**src/uec_pkg.sv**
```systemverilog
package uec_pkg;

  // Register byte offsets
  localparam logic [11:0] OFS_EVT_CLR   = 12'h008;
  localparam logic [11:0] OFS_DEV_ADDR  = 12'h00c;
  localparam logic [11:0] OFS_CFG       = 12'h010;
  localparam logic [11:0] OFS_FLAG_VIEW = 12'h034;

  // Values after reset
  localparam logic [31:0] CFG_RST   = 32'h0000_0000;
  localparam logic [6:0]  ADDR_RST  = 7'h00;
  localparam logic [31:0] FLAG_RST  = 32'h0000_0000;
  localparam logic [31:0] RDATA_RST = 32'h0000_0000;

  // Widths and counts
  localparam int ADDR_W = 7;
  localparam int NUM_EP = 6;

  // Configuration field positions
  localparam int CFG_REG_OUT  = 31;
  localparam int CFG_TRX      = 30;
  localparam int CFG_DPPU     = 29;
  localparam int CFG_ENGINE   = 28;
  localparam int CFG_SURGE    = 27;
  localparam int CFG_FLOAT_N  = 26;
  localparam int CFG_RAM      = 25;
  localparam int CFG_DISCH    = 24;
  localparam int CFG_ISO_LSB  = 8;
  localparam int CFG_DIR_LSB  = 0;
  localparam logic [31:0] CFG_MASK = 32'hff00_3f3f;

  // Event flag positions, shared by flags and clear strobes
  localparam int FLG_BUS_RESET = 31;
  localparam int FLG_SUSPEND   = 30;
  localparam int FLG_RESUME    = 29;
  localparam int FLG_SOF       = 26;
  localparam int FLG_WAKE      = 25;
  localparam int FLG_CTRL_LSB  = 19;
  localparam int FLG_BAD_SETUP = 18;
  localparam int FLG_TIMEOUT   = 17;
  localparam int FLG_ACK_LSB   = 8;
  localparam int FLG_NAK_LSB   = 0;

  // Flag groups
  localparam logic [31:0] FLAG_MASK  = 32'he7fe_3f3f;
  localparam logic [31:0] CLEAR_MASK = 32'ha7fe_3f3f;
  localparam logic [31:0] IRQ_MASK   = 32'he6f8_3f3f;
  localparam logic [31:0] BUS_GRP    = 32'ha600_0000;
  localparam logic [31:0] CTRL_GRP   = 32'h01f8_0000;
  localparam logic [31:0] ERR_GRP    = 32'h0006_0000;
  localparam logic [31:0] ACK_GRP    = 32'h0000_3f00;
  localparam logic [31:0] NAK_GRP    = 32'h0000_003f;

endpackage : uec_pkg

```
**src/uec_event_flags.sv**
```systemverilog
`timescale 1ns/1ps
module uec_event_flags
  import uec_pkg::*;
(
  // Clock and reset
  input  wire logic        clock,
  input  wire logic        sys_rst,
  // Set and clear vectors
  input  wire logic [31:0] set_vec,
  input  wire logic [31:0] clr_vec,
  input  wire logic        suspend_det,
  // Flags
  output logic      [31:0] flags
);

  typedef struct packed {
    logic [31:0] flags;
  } uec_flag_st_t;

  uec_flag_st_t st_r;
  uec_flag_st_t st_nxt;

  // Set is ORed after the clear, so a coincident event survives
  always_comb begin
    st_nxt       = st_r;
    st_nxt.flags = ((st_r.flags & ~(clr_vec & CLEAR_MASK)) | set_vec) & FLAG_MASK;
    // Suspend mirrors the bus, software has no say
    st_nxt.flags[FLG_SUSPEND] = suspend_det;
  end

  always_ff @(posedge clock) begin
    if (sys_rst) begin
      st_r.flags <= FLAG_RST;
    end else begin
      st_r <= st_nxt;
    end
  end

  assign flags = st_r.flags;

endmodule : uec_event_flags

```
**src/uec_token_filter.sv**
```systemverilog
`timescale 1ns/1ps
module uec_token_filter
  import uec_pkg::*;
(
  // Clock and reset
  input  wire logic              clock,
  input  wire logic              sys_rst,
  // Configuration
  input  wire logic              engine_on,
  input  wire logic [ADDR_W-1:0] dev_addr,
  input  wire logic [NUM_EP-1:0] iso_sel,
  input  wire logic [NUM_EP-1:0] dir_sel,
  // Decoded token
  input  wire logic              token_valid,
  input  wire logic [ADDR_W-1:0] token_addr,
  input  wire logic [3:0]        token_ep,
  input  wire logic              token_is_out,
  // Verdict
  output logic                   token_accept,
  output logic                   token_iso
);

  typedef struct packed {
    logic accept;
    logic iso;
  } uec_tok_st_t;

  uec_tok_st_t st_r;
  uec_tok_st_t st_nxt;

  // Endpoint zero is bidirectional; one to six follow the direction bit
  always_comb begin
    logic [2:0] idx;
    logic       ep_ok;
    idx        = 3'(token_ep - 4'd1);
    ep_ok      = 1'b0;
    st_nxt     = st_r;
    st_nxt.iso = 1'b0;
    if (token_ep == 4'd0) begin
      ep_ok = 1'b1;
    end else if (token_ep <= 4'(NUM_EP)) begin
      ep_ok      = (dir_sel[idx] == token_is_out);
      st_nxt.iso = iso_sel[idx];
    end
    // A disabled engine answers nothing
    st_nxt.accept = token_valid && engine_on && (token_addr == dev_addr) && ep_ok;
    if (!st_nxt.accept) begin
      st_nxt.iso = 1'b0;
    end
  end

  always_ff @(posedge clock) begin
    if (sys_rst) begin
      st_r.accept <= 1'b0;
      st_r.iso    <= 1'b0;
    end else begin
      st_r <= st_nxt;
    end
  end

  assign token_accept = st_r.accept;
  assign token_iso    = st_r.iso;

endmodule : uec_token_filter

```
**src/uec_top.sv**
```systemverilog
`timescale 1ns/1ps
// How it works
// - Writing one clears bus reset/resume/frame/wake flags
// - Writing one clears control endpoint completion flags
// - Bits 18/17 clear bad setup, timeout
// - Bits 13..8 clear endpoint ACK flags
// - Bits 5..0 clear endpoint NAK flags
// - Seven-bit address at 0x0C, upper zero
// - Bit 31 picks regulator, else chip supply
// - Transceiver on by bit 30, off in sleep
// - Bit 29 connects the D+ pull-up
// - Bit 28 enables the serial engine
// - Bit 27 enables surge protection
// - Bit 26 low enables float-detect pull-ups
// - Bit 25 enables the packet RAM
// - Bit 24 connects regulator discharge path
// - Bits 13..8 select isochronous endpoint mode
// - Bits 5..0 set endpoint token direction
// - Suspend flag follows bus, no software clear
// - Isochronous completion sets endpoint ACK flag
// - Presetup, bad setup, timeout never interrupt
module uec_top
  import uec_pkg::*;
(
  // Clock and reset
  input  wire logic              clock,
  input  wire logic              sys_rst,
  // APB slave
  input  wire logic              psel,
  input  wire logic              penable,
  input  wire logic              pwrite,
  input  wire logic [11:0]       paddr,
  input  wire logic [31:0]       pwdata,
  input  wire logic [3:0]        pstrb,
  output logic                   pready,
  output logic                   pslverr,
  output logic      [31:0]       prdata,
  // Bus events from the engine
  input  wire logic              evt_bus_reset,
  input  wire logic              evt_resume,
  input  wire logic              evt_frame_start,
  input  wire logic              evt_wake,
  input  wire logic              suspend_det,
  input  wire logic [5:0]        evt_ctrl,
  input  wire logic              evt_bad_setup,
  input  wire logic              evt_ack_timeout,
  input  wire logic [NUM_EP-1:0] ep_ack_done,
  input  wire logic [NUM_EP-1:0] ep_iso_done,
  input  wire logic [NUM_EP-1:0] ep_nak_done,
  // Chip power state
  input  wire logic              sleep_mode,
  input  wire logic              deep_sleep_mode,
  input  wire logic              deep_power_down,
  // Decoded token from the receiver
  input  wire logic              token_valid,
  input  wire logic [ADDR_W-1:0] token_addr,
  input  wire logic [3:0]        token_ep,
  input  wire logic              token_is_out,
  // Token verdict
  output logic                   token_accept,
  output logic                   token_iso,
  // Flags and interrupt request
  output logic      [31:0]       event_flags,
  output logic                   usb_irq,
  // Analog and engine controls
  output logic                   regulator_out_enable,
  output logic                   regulator_from_chip_supply,
  output logic                   transceiver_on,
  output logic                   dplus_pullup_on,
  output logic                   serial_engine_enable,
  output logic                   surge_protect_enable,
  output logic                   float_detect_pullup_on,
  output logic                   packet_ram_enable,
  output logic                   regulator_discharge_enable,
  output logic      [NUM_EP-1:0] ep_isochronous_sel,
  output logic      [NUM_EP-1:0] ep_direction_sel,
  output logic      [ADDR_W-1:0] dev_addr_field
);

  typedef struct packed {
    logic [ADDR_W-1:0] addr;
    logic [31:0]       cfg;
    logic [31:0]       rdata;
    logic              reg_out;
    logic              trx_on;
    logic              dppu_on;
    logic              engine_on;
    logic              surge_on;
    logic              float_pu_on;
    logic              ram_on;
    logic              disch_on;
  } uec_top_st_t;

  uec_top_st_t st_r;
  uec_top_st_t st_nxt;

  logic [31:0]       set_vec;
  logic [31:0]       clr_vec;
  logic [NUM_EP-1:0] iso_hit;
  logic              setup_ph;
  logic              wr_acc;
  logic              mapped;
  logic              low_power;
  logic [31:0]       set_clr_hit;

  // Bus phase decode
  assign setup_ph  = psel && !penable;
  assign wr_acc    = psel && penable && pwrite;
  assign low_power = sleep_mode || deep_sleep_mode || deep_power_down;

  // Address decode, unmapped offsets answer with an error
  always_comb begin
    if (paddr == OFS_EVT_CLR) begin
      mapped = 1'b1;
    end else if (paddr == OFS_DEV_ADDR) begin
      mapped = 1'b1;
    end else if (paddr == OFS_CFG) begin
      mapped = 1'b1;
    end else if (paddr == OFS_FLAG_VIEW) begin
      mapped = 1'b1;
    end else begin
      mapped = 1'b0;
    end
  end

  // Zero wait states; read data is latched in the setup cycle
  assign pready  = 1'b1;
  assign pslverr = psel && penable && !mapped;

  // Clear strobes exist only for the access edge of a full-word write
  assign clr_vec = (wr_acc && paddr == OFS_EVT_CLR && pstrb == 4'hf) ? pwdata : 32'h0000_0000;

  // Isochronous completion counts as ACK only when the mode is selected
  genvar gi;
  generate
    for (gi = 0; gi < NUM_EP; gi++) begin : g_iso
      assign iso_hit[gi] = ep_iso_done[gi] && st_r.cfg[CFG_ISO_LSB + gi];
    end
  endgenerate

  // Event set vector in flag layout
  always_comb begin
    set_vec = 32'h0000_0000;
    set_vec[FLG_BUS_RESET] = evt_bus_reset;
    set_vec[FLG_RESUME]    = evt_resume;
    set_vec[FLG_SOF]       = evt_frame_start;
    set_vec[FLG_WAKE]      = evt_wake;
    set_vec[FLG_CTRL_LSB +: 6]      = evt_ctrl;
    set_vec[FLG_BAD_SETUP]          = evt_bad_setup;
    set_vec[FLG_TIMEOUT]            = evt_ack_timeout;
    set_vec[FLG_ACK_LSB +: NUM_EP]  = ep_ack_done | iso_hit;
    set_vec[FLG_NAK_LSB +: NUM_EP]  = ep_nak_done;
  end

  assign set_clr_hit = set_vec & clr_vec & CLEAR_MASK;

  // Register file and derived controls
  always_comb begin
    st_nxt = st_r;
    if (wr_acc && paddr == OFS_DEV_ADDR && pstrb[0]) begin
      st_nxt.addr = pwdata[ADDR_W-1:0];
    end
    if (wr_acc && paddr == OFS_CFG) begin
      for (int b = 0; b < 4; b++) begin
        if (pstrb[b]) begin
          st_nxt.cfg[b*8 +: 8] = pwdata[b*8 +: 8] & CFG_MASK[b*8 +: 8];
        end
      end
    end
    // Reads return live state; the clear register reads as zero
    if (setup_ph && !pwrite) begin
      if (paddr == OFS_DEV_ADDR) begin
        st_nxt.rdata = {25'h0000000, st_r.addr};
      end else if (paddr == OFS_CFG) begin
        st_nxt.rdata = st_r.cfg;
      end else if (paddr == OFS_FLAG_VIEW) begin
        st_nxt.rdata = event_flags;
      end else begin
        st_nxt.rdata = RDATA_RST;
      end
    end
    // Outputs follow the new value so they settle on the same edge as the write
    st_nxt.reg_out     = st_nxt.cfg[CFG_REG_OUT];
    st_nxt.trx_on      = st_nxt.cfg[CFG_TRX] && !low_power;
    st_nxt.dppu_on     = st_nxt.cfg[CFG_DPPU];
    st_nxt.engine_on   = st_nxt.cfg[CFG_ENGINE];
    st_nxt.surge_on    = st_nxt.cfg[CFG_SURGE];
    st_nxt.float_pu_on = !st_nxt.cfg[CFG_FLOAT_N];
    st_nxt.ram_on      = st_nxt.cfg[CFG_RAM];
    st_nxt.disch_on    = st_nxt.cfg[CFG_DISCH];
  end

  always_ff @(posedge clock) begin
    if (sys_rst) begin
      st_r.addr        <= ADDR_RST;
      st_r.cfg         <= CFG_RST;
      st_r.rdata       <= RDATA_RST;
      st_r.reg_out     <= 1'b0;
      st_r.trx_on      <= 1'b0;
      st_r.dppu_on     <= 1'b0;
      st_r.engine_on   <= 1'b0;
      st_r.surge_on    <= 1'b0;
      st_r.float_pu_on <= 1'b1;
      st_r.ram_on      <= 1'b0;
      st_r.disch_on    <= 1'b0;
    end else begin
      st_r <= st_nxt;
    end
  end

  // Sticky flags
  uec_event_flags u_flags (
    .clock       (clock),
    .sys_rst     (sys_rst),
    .set_vec     (set_vec),
    .clr_vec     (clr_vec),
    .suspend_det (suspend_det),
    .flags       (event_flags)
  );

  // Token acceptance
  uec_token_filter u_tok (
    .clock        (clock),
    .sys_rst      (sys_rst),
    .engine_on    (st_r.engine_on),
    .dev_addr     (st_r.addr),
    .iso_sel      (st_r.cfg[CFG_ISO_LSB +: NUM_EP]),
    .dir_sel      (st_r.cfg[CFG_DIR_LSB +: NUM_EP]),
    .token_valid  (token_valid),
    .token_addr   (token_addr),
    .token_ep     (token_ep),
    .token_is_out (token_is_out),
    .token_accept (token_accept),
    .token_iso    (token_iso)
  );

  // Status-only flags are masked out of the request
  assign usb_irq = |(event_flags & IRQ_MASK);

  assign prdata                     = st_r.rdata;
  assign regulator_out_enable       = st_r.reg_out;
  assign regulator_from_chip_supply = !st_r.reg_out;
  assign transceiver_on             = st_r.trx_on;
  assign dplus_pullup_on            = st_r.dppu_on;
  assign serial_engine_enable       = st_r.engine_on;
  assign surge_protect_enable       = st_r.surge_on;
  assign float_detect_pullup_on     = st_r.float_pu_on;
  assign packet_ram_enable          = st_r.ram_on;
  assign regulator_discharge_enable = st_r.disch_on;
  assign ep_isochronous_sel         = st_r.cfg[CFG_ISO_LSB +: NUM_EP];
  assign ep_direction_sel           = st_r.cfg[CFG_DIR_LSB +: NUM_EP];
  assign dev_addr_field             = st_r.addr;

  logic [31:0] clr_only;
  assign clr_only = clr_vec & ~set_vec;
endmodule : uec_top

```
**config.mk**
```make
export PLATFORM = sky130hd
export DESIGN_NAME = uec_top
export DESIGN_NICKNAME = d
export VERILOG_FILES = /design/src/uec_pkg.sv /design/src/uec_event_flags.sv /design/src/uec_token_filter.sv /design/src/uec_top.sv
export SDC_FILE = /design/constraint.sdc
export NUM_CORES = 1
export LEC_CHECK = 0
export BUFFER_PORTS_ARGS = -buffer_cell sky130_fd_sc_hd__buf_2
export CORE_MARGIN = 2
export CORE_UTILIZATION = 44
export CTS_BUF_LIST = sky130_fd_sc_hd__clkbuf_16
export DETAILED_ROUTE_END_ITERATION = 16
export GPL_TIMING_DRIVEN = 1
export PLACE_DENSITY = 0.77
export SYNTH_ARGS = -nofsm -noshare
export SYNTH_HDL_FRONTEND = slang
export SYNTH_HIERARCHICAL = 1
export SYNTH_SLANG_ARGS = --single-unit
```
**constraint.sdc**
```tcl
create_clock -name clock -period 1.7 [get_ports clock]
set_clock_uncertainty 0.05 [all_clocks]
set_input_delay 0.085 -clock clock [delete_from_list [all_inputs] [get_ports clock]]
set_output_delay 0.085 -clock clock [all_outputs]
set_load 0.1 [all_outputs]
```
* Yosys cells after proc, flatten, opt, wreduce, memory -nomap -nowiden
Index checks and enable logic that the tools add are counted.
Storage, ports and cells: ROM bits 0, memory bits (writable) 0, latch bits 0, register bits 101, memories 0, input port bits 100
Operators by class: multipliers 0, reduce and logical (&&, ||, !) cells 33, shifts and indexed selects 0, bitwise gates (word level) 6, div/mod/pow operators 0, magnitude comparators 2, muxes and demuxes 18, $add $sub $neg 1, equal/unequal tests 7
Operators by type and width (count):
- two-way mux 32 bit | 5
- bitwise AND 32 bit | 1
- inverter 32 bit | 1
- bitwise OR 32 bit | 1
- == test 12 x 4 -> 1 bit, second input constant | 2
- OR reduction 22 bit | 1
- logical AND 1 bit | 20
- == test 12 x 5 -> 1 bit, second input constant | 1
- == test 12 x 6 -> 1 bit, second input constant | 1
- two-way mux 6 bit | 2
- two-way mux 1 bit | 8
- two-way mux 8 bit | 1
- == test 7 bit | 1
- binary-select mux 1 bit (select 3 bit) | 2
- logical NOT 1 bit | 6
- bitwise OR 6 bit | 1
- == test 4 bit, second input constant | 1
- <= comparator 4 x 3 -> 1 bit, second input constant | 1
- logical NOT 4 bit | 1
- < comparator 3 x 4 -> 1 bit, second input constant | 1
- AND reduction 2 bit | 2
- OR reduction 4 bit | 1
- subtractor 3 x 1 -> 3 bit, second input constant | 1
- logical OR 1 bit | 2
- 2 further kinds | 3

* Logic depth before layout (Yosys ltp)
depth after elaboration 9, depth in mapped cells 8, depth with buffers taken out 6

* Hierarchy
The synthesis kept the hierarchy.
By module, submodules not included:
- uec_top | area an instance 3273.1 um^2, seq. area each 1221.2 um^2, times used 1, cells each 361
- uec_event_flags | area an instance 1052.3 um^2, seq. area each 500.5 um^2, times used 1, cells each 109
- uec_token_filter | area an instance 417.9 um^2, seq. area each 40.0 um^2, times used 1, cells each 45

* Worst setup path before layout
No wires, ideal clock.
path type input port to output port, from in paddr[5], to out pslverr, data arrival time 2.212 ns, data required time 1.565 ns, stages on the path 5, path slack -0.647 ns, cell sequence and2_1 clkbuf_1 o21ai_0 nand2_1 a31oi_1
On the way: cells in the longest elaborated chain, start to end 7, elaborated cells on any way between the ends 10
Ends and longest elaborated chain:
- start, declared | line uec_top.sv:32 | input wire logic [11:0] paddr,
- == test 12 x 6 -> 1 bit | line uec_top.sv:119 | end else if (paddr == OFS_FLAG_VIEW) begin
- two-way mux 1 bit | line uec_top.sv:119
- two-way mux 1 bit | line uec_top.sv:117 | end else if (paddr == OFS_CFG) begin
- two-way mux 1 bit | line uec_top.sv:115 | end else if (paddr == OFS_DEV_ADDR) begin
- two-way mux 1 bit (*) | line uec_top.sv:113 | if (paddr == OFS_EVT_CLR) begin
- logical NOT 1 bit (*) | line uec_top.sv:128 | assign pslverr = psel && penable && !mapped;
- logical AND 1 bit (*) | line uec_top.sv:128
- end, declared | line uec_top.sv:36 | output logic pslverr,
Every way passes the cells marked *; elsewhere a longest branch is shown, timed or not.

* Worst setup path in the final report
from reg u_flags/flags[2] (netlist name), to out usb_irq
On the way: cells in the longest elaborated chain, start to end 1
Ends and longest elaborated chain:
- OR reduction 22 bit | line uec_top.sv:238 | assign usb_irq = |(event_flags & IRQ_MASK);
- end, declared | line uec_top.sv:64 | output logic usb_irq,
No other way between the ends.

==> flow_metrics.tcl <==
set metrics [dict create \
    antenna_found_initial 0 \
    wl_per_cell_um 16.7 \
    pwr-share-clk_pct 36.7 \
    fin_nets 820 \
    hold_ws_ns 0.0129 \
    grt_pass1_wl_um 22000 \
    instances_no_fill 857 \
    start_util_pct 45.4 \
    p_leak_nw 3.10 \
    layout_common_cells "buf_2, dfxtp_1, buf_4" \
    min_to "ep_direction_sel[1]" \
    cp.required_ns 1.56 \
    die_w_um 107 \
    first_iter_violations 218 \
    final.fill_count 866 \
    core_um2 10300 \
    violations "negative setup slack" \
    rows 37 \
    drt-total-wl_um 14300 \
    final_max_slew_viol_count 0 \
    cap_violations 0 \
    yosys_warnings 6 \
    ios 197 \
    h-tree-depth 3 \
    internal_power_w 0.00341 \
    cts_root_buf "clkbuf_16" \
    finalHoldViolCount 0 \
    maxSlewHeadroom_pct 63.6 \
    ant_nets 0 \
    gp_congestion 0.861 \
    fmax_mhz 510 \
    worst_setup_path_end_kind "primary output" \
    die_h_um 107 \
    grt.overflow.total 0 \
    path_cells "or4_4 > or4_4 > buf_12" \
    dr.pass1.iters 4 \
    worstMarginPinSlew_ns 0.544 \
    power_frac_seq_pct 43.4 \
    min-delay-start "pwdata[1]" \
    vias 4378 \
    worstSetupPathType "flip-flop to primary output" \
    pwr-share-comb_pct 19.9 \
    viasPerCell 5.11 \
    cp_max_fo 2 \
    clockBufferDepth 2 \
    cts_sinks 88 \
    cts_buffers 9 \
    critical-path-max-stage-delay_ns 0.53 \
    antenna_cells 0 \
    arrival_ns 1.82 \
    grt_setup_unrepaired "yes" \
    grt_pass1_vias 4444 \
    swShare_pct 31.1 \
    start_kind "flip-flop" \
    crit_family "simple AND/OR/NAND/NOR gates" \
    regToRegStartpoint "ep_direction_sel[0]" \
    dp_cells 806 \
    numPortBuffers 184 \
    dp_hpwl_um 10700 \
    clk_pin_slew_ns 0.07 \
    reg2regPathDepth 4 \
    path_buf_inv 1 \
    avgSynthCellArea_um2 9.27 \
    synthCells 506 \
    drive_above_1_share_pct 45.5 \
    status "finished with violations" \
    ir_drop_mv 0.423 \
    setup_ws_ns -0.260 \
    cp_common_cell "or4_4" \
    tritoncts "built" \
    grt_max_degree 37 \
    timing.rr.end "u_tok/token_iso" \
    grt_use_total_pct 24.5 \
    clock_latency_ns 0.33 \
    final_common_cell "buf_2" \
    post-route-period-util_pct 115 \
    worstHoldPathType "input pin to flip-flop" \
    syn2layout_area_growth_pct 38.2 \
    dieArea_um2 11500 \
    netlist_area_um2 4690 \
    fin_crit_ns 1.96 \
    drc 0 \
    switching_power_w 0.00154 \
    slowest_stage "or4_4" \
    finalSetupViolations 2 \
    r2r_setup_slack_ns -0.06 \
    p_per_area_nw_per_um2 764 \
    hold_depth 3 \
]
-- how the worst max path moves through the flow --
stage	from	endpoint	slack (ns)	depth (start not counted)
after floorplan	token_ep[0]	u_tok/token_iso	-0.05	7
after global placement	token_ep[0]	u_tok/token_iso	-0.11	7
after detailed placement	token_ep[0]	u_tok/token_iso	-0.16	7
after CTS	u_flags/flags[2]	usb_irq	-0.27	3
after global routing	u_flags/flags[26]	usb_irq	-0.30	4
final	u_flags/flags[2]	usb_irq	-0.26	3
-- through the flow --
step | setup slack, ns | setup TNS, ns | total power, W | util [%] | instance area [um2]
after floorplan | -0.0497 | -0.0528 | 0.00281 | - | 4790
after global placement | -0.108 | -0.160 | 0.00307 | 55.8 | 5770
after detailed placement | -0.165 | -0.294 | 0.00309 | 55.8 | 5770
after CTS | -0.267 | -0.338 | 0.00495 | 62.4 | 6440
after global routing | -0.304 | -0.429 | 0.00512 | 62.8 | 6480
final | -0.260 | -0.323 | 0.00495 | 62.8 | 6480
-- worst min-delay path, stage by stage --
cell and delay, ns:
buf_2 0.11, nand2b_1 0.08, mux2i_1 0.07
-- repair_timing --
item                       4_1_cts  5_1_grt
setup endpoints to repair        2        3
setup buffers                    0        0
hold endpoints to repair        35        1
hold buffers                    35        2
resized for setup               10        5
-- routing by layer --
layer  part of all wire [%]  global-route usage, %  up-vias
met5                      0                      0        -
met4                    1.8                   8.35        0
met3                    6.2                   4.13       20
met2                     50                   42.2      182
met1                     42                   30.9     2050
li1                       -                      -     2126
-- power by group through the flow --
| stage | combinational, W | clock (W) | sequential (W) |
|---|---|---|---|
| after floorplan | 0.000318 | 0 | 0.00249 |
| after global placement | 0.000888 | 0 | 0.00218 |
| after detailed placement | 0.000901 | 0 | 0.00219 |
| after CTS | 0.000971 | 0.00184 | 0.00215 |
| after global routing | 0.00104 | 0.00193 | 0.00215 |
| final | 0.000986 | 0.00182 | 0.00215 |
-- layout make-up --
cell class	count	area [um2]	area share, %
Multi-Input combinational cell	311	2340	36.0
Sequential cell	88	1810	27.9
Clock inverter	6	43.8	0.676
Tap cell	136	170	2.63
Inverter	27	101	1.56
Clock buffer	9	225	3.47
Timing Repair Buffer	280	1800	27.8
-- sequential cells by signal (all words and copies together), names as in the netlist --
name,flops
dev_addr_field,7
ep_direction_sel,6
ep_isochronous_sel,6
float_detect_pullup_on,1
prdata,32
st_r,8
transceiver_on,1
u_flags/flags,25
u_tok/token_accept,1
u_tok/token_iso,1
Power figures use the tool's default switching activity.
